===== src/hdl/ppb_defines.svh =====
// constants of the parallel port block: offsets, field positions, reset values
//
// How it works
// fixed port: option directions, write drives, read pins
// wake line rising edge ends standby
// edge-detect line edge sets fixed_port_data b3
// edge flag also sets during standby
// any fixed_port_data write clears edge flag; an edge in the same cycle sets it instead
// edge polarity chosen by build option
// ref/clock port reads two pins, or alternate
// analog low port: option directions, or converter
// software writes output data before relying
// analog high port: option directions, two converter
// irq/counter port reads two pins, or alternate
// serial port: line0 output, line1 option
// serial port read returns driven line0 level
// direction bit one output, zero input
// reset clears direction control register
// programmable port line n in bit n
// programmable port: outputs driven, inputs read
// data register access ignores direction setting
// software loads data before enabling outputs
// input writes ignored; reads sampled on clock
`ifndef PPB_DEFINES_SVH
`define PPB_DEFINES_SVH

// register offsets on the peripheral register port
`define PPB_OFS_PROG_DATA   4'h1
`define PPB_OFS_FIXED_DATA  4'h2
`define PPB_OFS_REFCLK_DATA 4'h3
`define PPB_OFS_ALOW_DATA   4'h4
`define PPB_OFS_AHIGH_DATA  4'h5
`define PPB_OFS_IRQCNT_DATA 4'h6
`define PPB_OFS_SER_DATA    4'h7
`define PPB_OFS_DIR_CTRL    4'h8

// field positions
`define PPB_FIXED_FLAG_BIT  3
`define PPB_WAKE_BIT        0
`define PPB_EDGE_BIT        1

// reset values
`define PPB_DIR_RST         4'h0
`define PPB_DATA_RST        4'h0
`define PPB_FIXED_RST       3'h0
`define PPB_AHIGH_RST       3'h0
`define PPB_SER_RST         2'h0

`endif


===== src/hdl/ppb_pkg.sv =====
// types of the parallel port block
package ppb_pkg;

    // one peripheral register access
    typedef struct packed {
        logic       wr;
        logic       rd;
        logic [3:0] addr;
        logic [3:0] wdata;
    } ppb_req_t;

    // one pin group of up to four lines
    typedef struct packed {
        logic [3:0] out;
        logic [3:0] oe;
    } ppb_pins_t;

endpackage


===== src/hdl/ppb_top.sv =====
// parallel port block: seven ports behind the peripheral register port
`include "ppb_defines.svh"

module ppb_top #(
    parameter logic [2:0] FIXED_DIR  = 3'b000, // 1 = output, per fixed port line
    parameter logic       EDGE_RISE  = 1'b1,   // edge detector polarity
    parameter logic       REFCLK_ALT = 1'b0,   // ref/clock port as converter inputs
    parameter logic [3:0] ALOW_DIR   = 4'h0,
    parameter logic       ALOW_ALT   = 1'b0,   // analog low port as converter inputs
    parameter logic [2:0] AHIGH_DIR  = 3'b000,
    parameter logic       AHIGH_ALT  = 1'b0,   // lines 0,1 as converter inputs
    parameter logic       IRQCNT_ALT = 1'b0,   // irq/counter port as alternate inputs
    parameter logic       SER_IO_DIR = 1'b0,   // serial io line 1 = output
    parameter logic       SER_ALT    = 1'b0    // serial port used by the serial unit
) (
    // clock and reset
    input  wire logic             sys_clk_i,
    input  wire logic             rst_n_i,
    // peripheral register port
    input  wire ppb_pkg::ppb_req_t req_i,
    output logic [3:0]            rdata_o,
    // standby control
    input  wire logic             standby_i,
    output logic                  wake_o,
    // programmable port, open drain
    input  wire logic [3:0]       prog_in_i,
    output ppb_pkg::ppb_pins_t    prog_pins_o,
    // fixed port
    input  wire logic [2:0]       fixed_in_i,
    output ppb_pkg::ppb_pins_t    fixed_pins_o,
    // ref/clock input port and its alternate outputs
    input  wire logic [1:0]       refclk_in_i,
    output logic                  conv_clock_o,
    output logic                  conv_ref_o,
    // analog shared ports
    input  wire logic [3:0]       alow_in_i,
    output ppb_pkg::ppb_pins_t    alow_pins_o,
    input  wire logic [2:0]       ahigh_in_i,
    output ppb_pkg::ppb_pins_t    ahigh_pins_o,
    // irq/counter input port and its alternate outputs
    input  wire logic [1:0]       irqcnt_in_i,
    output logic                  ext_irq_o,
    output logic                  counter_clock_o,
    // serial shared port and serial unit side
    input  wire logic [1:0]       ser_in_i,
    output ppb_pkg::ppb_pins_t    ser_pins_o,
    input  wire logic             serial_data_out_i,
    input  wire logic             serial_io_out_i,
    input  wire logic             serial_io_oe_i,
    output logic                  serial_io_in_o
);

    ////////////////////////////////////////////////////////////////////////
    // registers

    logic [3:0] dir_r;
    logic [3:0] prog_data_r;
    logic [2:0] fixed_data_r;
    logic       flag_r;
    logic [3:0] alow_data_r;
    logic [2:0] ahigh_data_r;
    logic [1:0] ser_data_r;
    logic [3:0] prog_s_r;
    logic [2:0] fixed_s_r;
    logic [2:0] fixed_p_r;
    logic [1:0] refclk_s_r;
    logic [3:0] alow_s_r;
    logic [2:0] ahigh_s_r;
    logic [1:0] irqcnt_s_r;
    logic [1:0] ser_s_r;
    logic       wr_fixed;
    logic       edge_hit;
    logic       wake_hit;
    logic       ser0_lvl;
    logic [3:0] rd_nxt;

    ////////////////////////////////////////////////////////////////////////
    // pin sampling

    // every pin input is taken once on the clock before any use
    // samples carry no reset: pins must idle before reset ends,
    // else a stale sample can look like an edge in the first cycles
    always_ff @(posedge sys_clk_i) begin
        prog_s_r   <= prog_in_i;
        fixed_s_r  <= fixed_in_i;
        fixed_p_r  <= fixed_s_r;
        refclk_s_r <= refclk_in_i;
        alow_s_r   <= alow_in_i;
        ahigh_s_r  <= ahigh_in_i;
        irqcnt_s_r <= irqcnt_in_i;
        ser_s_r    <= ser_in_i;
    end

    ////////////////////////////////////////////////////////////////////////
    // register writes

    // any write to the fixed port register, used as the flag clear
    assign wr_fixed = req_i.wr && (req_i.addr == `PPB_OFS_FIXED_DATA);

    // direction control, cleared on reset
    always_ff @(posedge sys_clk_i) begin
        if (!rst_n_i) begin
            dir_r <= `PPB_DIR_RST;
        end else if (req_i.wr && req_i.addr == `PPB_OFS_DIR_CTRL) begin
            dir_r <= req_i.wdata;
        end
    end

    // programmable port data, accepted whatever the direction
    always_ff @(posedge sys_clk_i) begin
        if (!rst_n_i) begin
            prog_data_r <= `PPB_DATA_RST;
        end else if (req_i.wr && req_i.addr == `PPB_OFS_PROG_DATA) begin
            prog_data_r <= req_i.wdata;
        end
    end

    // fixed port data, three lines; b3 of the register is the flag
    always_ff @(posedge sys_clk_i) begin
        if (!rst_n_i) begin
            fixed_data_r <= `PPB_FIXED_RST;
        end else if (wr_fixed) begin
            fixed_data_r <= req_i.wdata[2:0];
        end
    end

    // analog low port data, four lines
    always_ff @(posedge sys_clk_i) begin
        if (!rst_n_i) begin
            alow_data_r <= `PPB_DATA_RST;
        end else if (req_i.wr && req_i.addr == `PPB_OFS_ALOW_DATA) begin
            alow_data_r <= req_i.wdata;
        end
    end

    // analog high port data, three lines
    always_ff @(posedge sys_clk_i) begin
        if (!rst_n_i) begin
            ahigh_data_r <= `PPB_AHIGH_RST;
        end else if (req_i.wr && req_i.addr == `PPB_OFS_AHIGH_DATA) begin
            ahigh_data_r <= req_i.wdata[2:0];
        end
    end

    // serial port data, two lines
    always_ff @(posedge sys_clk_i) begin
        if (!rst_n_i) begin
            ser_data_r <= `PPB_SER_RST;
        end else if (req_i.wr && req_i.addr == `PPB_OFS_SER_DATA) begin
            ser_data_r <= req_i.wdata[1:0];
        end
    end

    ////////////////////////////////////////////////////////////////////////
    // edge detector and wake

    // selected edge on the edge-detect line while it is an input
    // an output edge line never sets the flag, whatever its pin does
    assign edge_hit = !FIXED_DIR[`PPB_EDGE_BIT] &&
                      (EDGE_RISE ? (fixed_s_r[`PPB_EDGE_BIT] && !fixed_p_r[`PPB_EDGE_BIT])
                                 : (!fixed_s_r[`PPB_EDGE_BIT] && fixed_p_r[`PPB_EDGE_BIT]));
    assign wake_hit = !FIXED_DIR[`PPB_WAKE_BIT] && standby_i &&
                      fixed_s_r[`PPB_WAKE_BIT] && !fixed_p_r[`PPB_WAKE_BIT];

    // sticky flag: set in or out of standby, set wins over the write clear
    always_ff @(posedge sys_clk_i) begin
        if (!rst_n_i) begin
            flag_r <= 1'b0;
        end else if (edge_hit) begin
            flag_r <= 1'b1;          // see R3
        end else if (wr_fixed) begin
            flag_r <= 1'b0;
        end
    end

    // one-cycle wake pulse to the cpu sequencer
    always_ff @(posedge sys_clk_i) begin
        if (!rst_n_i) begin
            wake_o <= 1'b0;
        end else begin
            wake_o <= wake_hit;
        end
    end

    ////////////////////////////////////////////////////////////////////////
    // read mux

    assign ser0_lvl = SER_ALT ? serial_data_out_i : ser_data_r[0];

    // output lines read back their data, input lines their pins, converter and irq/counter alternate lines zero
    // the mux sees registers before this edge's write, so a read
    // and a write in one cycle return the old value
    always_comb begin
        rd_nxt = 4'h0;
        case (req_i.addr)
            `PPB_OFS_PROG_DATA:   rd_nxt = (dir_r & prog_data_r) | (~dir_r & prog_s_r); // see R16
            `PPB_OFS_FIXED_DATA:  rd_nxt = {flag_r, (FIXED_DIR & fixed_data_r) | (~FIXED_DIR & fixed_s_r)};
            `PPB_OFS_REFCLK_DATA: rd_nxt = REFCLK_ALT ? 4'h0 : {2'h0, refclk_s_r};
            `PPB_OFS_ALOW_DATA:   rd_nxt = ALOW_ALT ? 4'h0 : ((ALOW_DIR & alow_data_r) | (~ALOW_DIR & alow_s_r));
            `PPB_OFS_AHIGH_DATA:  rd_nxt = {1'b0, (AHIGH_DIR & ahigh_data_r) | (~AHIGH_DIR & ahigh_s_r)} &
                                           (AHIGH_ALT ? 4'h4 : 4'hf);
            `PPB_OFS_IRQCNT_DATA: rd_nxt = IRQCNT_ALT ? 4'h0 : {2'h0, irqcnt_s_r};
            `PPB_OFS_SER_DATA:    rd_nxt = {2'h0, (SER_IO_DIR && !SER_ALT) ? ser_data_r[1] : ser_s_r[1],
                                            ser0_lvl};
            `PPB_OFS_DIR_CTRL:    rd_nxt = dir_r;
            default:              rd_nxt = 4'h0;
        endcase
    end

    // read data registered, held until the next read
    always_ff @(posedge sys_clk_i) begin
        if (!rst_n_i) begin
            rdata_o <= 4'h0;
        end else if (req_i.rd) begin
            rdata_o <= rd_nxt;
        end
    end

    ////////////////////////////////////////////////////////////////////////
    // pin drivers

    // programmable port: level from data, enable from direction
    always_ff @(posedge sys_clk_i) begin
        if (!rst_n_i) begin
            prog_pins_o <= '0;
        end else begin
            prog_pins_o.out <= prog_data_r;
            prog_pins_o.oe  <= dir_r;
        end
    end

    // fixed port: enables fixed by the build option
    always_ff @(posedge sys_clk_i) begin
        if (!rst_n_i) begin
            fixed_pins_o <= '0;
        end else begin
            fixed_pins_o.out <= {1'b0, fixed_data_r};
            fixed_pins_o.oe  <= {1'b0, FIXED_DIR};
        end
    end

    // analog low port: converter use releases all four lines
    always_ff @(posedge sys_clk_i) begin
        if (!rst_n_i) begin
            alow_pins_o <= '0;
        end else begin
            alow_pins_o.out <= alow_data_r;
            alow_pins_o.oe  <= ALOW_ALT ? 4'h0 : ALOW_DIR;
        end
    end

    // analog high port: converter use releases lines 0 and 1
    always_ff @(posedge sys_clk_i) begin
        if (!rst_n_i) begin
            ahigh_pins_o <= '0;
        end else begin
            ahigh_pins_o.out <= {1'b0, ahigh_data_r};
            ahigh_pins_o.oe  <= {1'b0, AHIGH_DIR & (AHIGH_ALT ? 3'b100 : 3'b111)};
        end
    end

    // serial port: line 0 always driven, line 1 by option or serial unit
    always_ff @(posedge sys_clk_i) begin
        if (!rst_n_i) begin
            ser_pins_o <= '0;
        end else begin
            ser_pins_o.out <= {2'h0, SER_ALT ? serial_io_out_i : ser_data_r[1], ser0_lvl};
            ser_pins_o.oe  <= {2'h0, SER_ALT ? serial_io_oe_i : SER_IO_DIR, 1'b1};
        end
    end

    // converter clock and reference handed over from the ref/clock port
    always_ff @(posedge sys_clk_i) begin
        if (!rst_n_i) begin
            conv_clock_o <= 1'b0;
            conv_ref_o   <= 1'b0;
        end else begin
            conv_clock_o <= REFCLK_ALT & refclk_s_r[0];
            conv_ref_o   <= REFCLK_ALT & refclk_s_r[1];
        end
    end

    // interrupt and counter clock handed over from the irq/counter port
    always_ff @(posedge sys_clk_i) begin
        if (!rst_n_i) begin
            ext_irq_o       <= 1'b0;
            counter_clock_o <= 1'b0;
        end else begin
            ext_irq_o       <= IRQCNT_ALT & irqcnt_s_r[0];
            counter_clock_o <= IRQCNT_ALT & irqcnt_s_r[1];
        end
    end

    // serial data in handed to the serial unit
    always_ff @(posedge sys_clk_i) begin
        if (!rst_n_i) begin
            serial_io_in_o <= 1'b0;
        end else begin
            serial_io_in_o <= SER_ALT & ser_s_r[1];
        end
    end

endmodule

===== config.mk =====
export PLATFORM = sky130hd
export DESIGN_NAME = ppb_top
export DESIGN_NICKNAME = d
export VERILOG_FILES = /design/src/hdl/ppb_pkg.sv /design/src/hdl/ppb_top.sv
export VERILOG_INCLUDE_DIRS = /design/src /design/src/hdl
export SDC_FILE = /design/constraint.sdc
export NUM_CORES = 1
export LEC_CHECK = 0
export BUFFER_PORTS_ARGS = -buffer_cell sky130_fd_sc_hd__buf_2
export CAP_MARGIN = 10
export CORE_UTILIZATION = 25
export CTS_CLUSTER_DIAMETER = 150
export DETAILED_ROUTE_END_ITERATION = 7
export GPL_TIMING_DRIVEN = 0
export PLACE_DENSITY_LB_ADDON = 0.05
export SLEW_MARGIN = 20
export SYNTH_ARGS = -nofsm -noshare
export SYNTH_HDL_FRONTEND = slang
export SYNTH_SLANG_ARGS = --single-unit

===== constraint.sdc =====
create_clock -name sys_clk_i -period 2.09 [get_ports sys_clk_i]
set_input_delay 0.418 -clock sys_clk_i [delete_from_list [all_inputs] [get_ports sys_clk_i]]
set_output_delay 0.418 -clock sys_clk_i [all_outputs]
set_load 0.05 [all_outputs]

==> results.cfg, run 1 <==
[clocking]
post_cts_resized = 0
htreeDepth = 3
cts_buffers = 9
cts_tree = built
ctsHoldBuffers = 0
cts_buffer_depth = 2
cts.clk_slew.worst_paths_ps = 70
ctsRootBufferMaster = clkbuf_8
clkSinkCount = 68
post-cts-setup-buffers = 0
insertion_delay_ps = 350

[logic_synthesis]
synthCells = 246
synthAdderAreaFrac_pct = 0
synth_area_leaders = dfxtp_1, buf_4, mux2i_1
synth_simple_gate_area_share_pct = 21.4
yosysUniqueCellTypes = 34
synth-xor-area-share_pct = 0
async_flop_share_pct = 0
synth_area_leader_cell = dfxtp_1
yosys_warnings = 0
syn_area_mm2 = 0.00256
synth_top_cells_by_count = dfxtp_1, buf_4, and2_1, nor2b_1, mux2i_1
synth_top_family_by_area = simple AND/OR/NAND/NOR gates
synth-seq-cells = 68
synthMuxAreaShare_pct = 6.65
synth_edf_count = 0
yosys_most_used_dff = dfxtp_1
synth_most_common_cell = dfxtp_1
synth_top_area_share_pct = 53.2
synth_compound_area_share_pct = 8.36
synth-seq-area-share_pct = 53.2
synth.avg_cell_area_um2 = 10.4

[critical_path]
slowest_stage = dfxtp_1
cp_data_required_time_ps = 1670
crit_path_max_incr_delay_ps = 350
end_kind = output port
cp_num_buf_inv = 1
cp.arrival_ps = 960
crit_fanout = 2
crit_type = reg -> out
crit_chain = buf_2
crit_family = flip-flops
start_kind = flip-flop

[power]
p_leak_nw = 1.51
power_density_mw_per_mm2 = 865
ir_drop_mv = 0.321
finalPower_w = 0.00286

[die]
std_cell_rows = 36
io_pins = 86
die_area_mm2 = 0.0106
start_util_pct = 26.0
dieHeight_um = 103
coreArea_mm2 = 0.00986
die_w_um = 103

[route]
ant_nets = 0
routed_wl_mm = 5.70
dr.pass1.iters = 6
drt-vias-per-instance = 3.82
drc = 0
drt_iter0_drc = 33
vias = 1797
avgRoutedWirePerCell_um = 12.1

[outcome]
status = finished, final reports clean

[sta]
slew_viol_final = 0
finalClockSkew_ps = 5.34
setup_tns_ps = 0
fmax_mhz = 723
setup_viol = 0
finalCriticalPeriod_ps = 1380
max-slew-margin-rel_pct = 64.4
rsz0062_at_grt = false
worst_pin_slew_ps = 532
fin_crit_sh_pct = 66.2
final_hold_viol_count = 0

[finish]
layout-drive-gt1-share_pct = 31.1
antenna_cells = 0
areaGrowthSynthToFinish_pct = 29.0
fillCellCount = 1073
finalNetCount = 369

[place]
dpl.hpwl_mm = 4.14
port_buffers = 53
gp_congestion = 0.756

[grt]
grt_pass1_vias = 1647
grt_use_total_pct = 11.5
grt_max_degree = 13
grt_first_pass_wirelength_mm = 8.71
grt_overflow_total = 0
antenna_found_initial = 0

[min_path]
min_path_type = in -> reg

[run]
drv_cap = 0
worst paths after layout:
path	startpoint	endpoint	slack, ps	depth (start not counted)
worst max-delay path	rdata_o[2]$_SDFFE_PN0P_	rdata_o[2]	710	1
worst min-delay path	ser_in_i[1]	ser_s_r[1]$_DFF_P_	170	1
worst max register to register	flag_r$_SDFFE_PN0P_	rdata_o[3]$_SDFFE_PN0P_	950	4
worst min register to register	fixed_s_r[1]$_DFF_P_	fixed_p_r[1]$_DFF_P_	370	0
placed cells by master, fill, tap and decap left out, types with 2 or more instances in the layout:
cell       count
a211oi_1       2
a21boi_1       8
a21oi_1        5
a221oi_1       2
a31oi_1        5
and2_1        20
and3b_1        3
and4b_1        3
buf_2         59
buf_4         26
bufinv_16      2
clkbuf_1       6
clkbuf_8      10
clkinv_2       2
conb_1        24
dfxtp_1       68
mux2i_1       17
nand2_1       16
nand3_1       11
nand3b_1       3
nor2_1         4
nor2b_1       18
nor4b_4        2
o21ai_0        5
o21ai_1        3
worst reg2reg max path, delay by kind of cell (launching register included):
| kind | cells | cell delay (ps) |
|---|---|---|
| compound gates | 2 | 440 |
| flops | 1 | 310 |
| simple gates | 2 | 300 |
sequential cells by signal (all words and copies together), names as in the netlist, 4 cells and up:
register     cells
prog_s_r         4
alow_pins_o      4
prog_data_r      4
alow_s_r         4
dir_r            4
alow_data_r      4
rdata_o          4
prog_pins_o      8
per-layer routing:
metal / global-route usage, % / part of all wire (%)
met5: 0 / 0
met3: 3.76 / 5.7
met2: 16.8 / 44
met4: 5.63 / 1.7
met1: 15.1 / 49
metrics by stage:
stage               hold slack [ps]  instance area [um2]  utilization (%)  setup slack [ps]  instances
global placement                364                 3080             31.2               392        455
detailed placement              363                 3080             31.2               385        455
CTS                             152                 3300             33.5               666        471
finish                          170                 3300             33.5               707        471
floorplan                       344                 2650                -               554        269
global route                    150                 3300             33.5               637        471
logic make-up after synthesis:
family | after synthesis
and+or+nand+nor | 87
DFF | 68
buffers and inverters | 40
AOI/OAI and AO/OA | 33
muxes | 17
other | 1
cell type report:
| cell class | count | area [um2] | share of cell area [%] |
|---|---|---|---|
| sequential | 68 | 1360 | 41.2 |
| multi-input combinational | 161 | 1020 | 31.0 |
| timing repair buffer | 53 | 265 | 8.03 |
| buffer | 39 | 259 | 7.84 |
| tap | 133 | 166 | 5.04 |
| clock buffer | 10 | 138 | 4.17 |
| clock inverter | 6 | 86.3 | 2.61 |
| inverter | 1 | 3.75 | 0.114 |
report_power, final:
part,internal [W],total (W),leakage (nW),switching (W)
Sequential,0.00133,0.00134,0.557,0.0000123
Combinational,0.000100,0.000303,0.843,0.000202
Clock,0.000704,0.00121,0.113,0.000508
Power figures use the tool's default switching activity.
==> run 2: changes to the inputs <==
clock period = 1.35 ns   (was 2.09 ns; I/O delays follow)
==> run 2 against run 1 <==
Net effect:
- die area unchanged
- first-iteration DRC count increased by 12%
- clock power increased by 66%
==> results.cfg, run 2 (synthesized netlist as in run 1, its figures left out) <==
[critical_path]
cp_num_buf_inv = 1
end_kind = output port
cp_data_required_time_ps = 1080
timing.rr.end = rdata_o[3]$_SDFFE_PN0P_
start_kind = flip-flop
cp.arrival_ps = 970
crit_family = flip-flops
crit_fanout = 2
slowest_stage = dfxtp_1
crit_chain = buf_2
crit_path_start = rdata_o[3]$_SDFFE_PN0P_
crit_type = reg -> out
crit_path_max_incr_delay_ps = 350
reg2reg_depth = 4
rrSetupSlack_ps = 200
reg2reg_from = flag_r$_SDFFE_PN0P_

[finish]
finalNetCount = 371
stdcell_area_mm2 = 0.00334
final_cell_mix = dfxtp_1, buf_2, buf_4
antenna_cells = 0
register_area_mm2 = 0.00136
fillCellCount = 1050
final_common_cell = dfxtp_1
multi_input_area_mm2 = 0.00102
largest_reg_flops = 8
top_register = prog_pins_o
layout-drive-gt1-share_pct = 30.6
final_core_util_pct = 33.9
areaGrowthSynthToFinish_pct = 30.6

[route]
drt-vias-per-instance = 3.88
avgRoutedWirePerCell_um = 12.1
vias = 1836
drc = 0
routed_wl_mm = 5.73
ant_nets = 0
dr.pass1.iters = 4
drt_iter0_drc = 37

[grt]
grt_max_degree = 13
grt_pass1_vias = 1713
grt_first_pass_wirelength_mm = 8.96
antenna_found_initial = 0
grt_use_total_pct = 11.8
grt_overflow_total = 0

[die]
coreArea_mm2 = 0.00986
start_util_pct = 26.0
io_pins = 86
die_w_um = 103
die_area_mm2 = 0.0106
std_cell_rows = 36
dieHeight_um = 103

[power]
finalPower_w = 0.00456
power_density_mw_per_mm2 = 1360
p_leak_nw = 1.53
ir_drop_mv = 0.565

[sta]
setup_viol = 0
fmax_mhz = 809
setup_tns_ps = 0
rsz0062_at_grt = false
worst_pin_slew_ps = 585
slew_viol_final = 0
finalCriticalPeriod_ps = 1240
final_hold_viol_count = 0
max-slew-margin-rel_pct = 60.9
finalClockSkew_ps = 6.98
fin_crit_sh_pct = 91.6

[clocking]
cts_buffers = 9
cts_tree = built
cts_buffer_depth = 2
post-cts-setup-buffers = 0
insertion_delay_ps = 340
ctsRootBufferMaster = clkbuf_8
clkSinkCount = 68
post_cts_resized = 0
cts.clk_slew.worst_paths_ps = 70
htreeDepth = 3

[place]
dpl.hpwl_mm = 4.18
placed_cell_area_mm2 = 0.00308
port_buffers = 53
gp_congestion = 0.750

[run]
drv_cap = 0

[min_path]
min_path_type = in -> reg
worstHoldEndpoint = irqcnt_s_r[1]$_DFF_P_
hold_start = irqcnt_in_i[1]
min_path_cells = 1

[outcome]
status = finished, final reports clean
==> run 2: changes by cell type in the layout (fill, tap and decap cells not counted) <==
cell	delta
clkbuf_1	+1
dlygate4sd3_1	+2
buf_6	+1
buf_2	-1
bufinv_16	+1
clkbuf_8	-1
clkinv_2	-1
==> run 2: area by class of cell <==
| class | count | share of cell area, % |
|---|---|---|
| timing repair buffer | 55 | 8.53 |
| clock buffer | 10 | 3.82 |
| buffer | 39 | 7.93 |
| tap | 133 | 4.98 |
| inverter | 1 | 0.112 |
| clock inverter | 6 | 3.33 |
| multi-input combinational | 161 | 30.6 |
| sequential | 68 | 40.7 |
==> run 2: worst max-delay path by stage <==
| stage | end | slack [ps] | cells after the start |
|---|---|---|---|
| 6_report | rdata_o[3] | 110 | 1 |
| 5_1_grt | rdata_o[2] | 50 | 1 |
| 4_1_cts | rdata_o[3] | 70 | 1 |
| 3_5_place_dp | fixed_data_r[2]$_SDFFE_PN0P_ | -170 | 5 |
| 3_3_place_gp | fixed_data_r[1]$_SDFFE_PN0P_ | -180 | 5 |
| 2_1_floorplan | rdata_o[3]$_SDFFE_PN0P_ | -6 | 4 |
==> run 2: stage by stage <==
stage / hold slack (ps) / setup WS, ps / instances
after global placement: 364 / -176 / 455
after detailed placement: 364 / -173 / 455
after CTS: 3.34 / 73.4 / 471
after floorplan: 298 / -5.95 / 269
final: 19.9 / 113 / 473
after global routing: 0.992 / 49.0 / 473
==> run 2: report_power, final <==
part,internal (W),switching [W],total (W)
Combinational,0.000161,0.000313,0.000475
Sequential,0.00206,0.0000189,0.00208
Clock,0.00123,0.000782,0.00201
==> run 2: per-layer routing <==
metal	vias to the layer above	part of all wire (%)	track usage, %	wire, um
met2	65	45	17.4	2550
met5	-	0	0	0
met1	797	47	15.2	2680
met3	9	6.9	4.57	395
met4	0	1.6	5.31	94
li1	965	-	-	-
==> run 2: timing repair <==
item,4_1_cts,5_1_grt
endpoints found under the hold margin,0,2
hold buffers,0,2
endpoints found under the setup margin,0,0
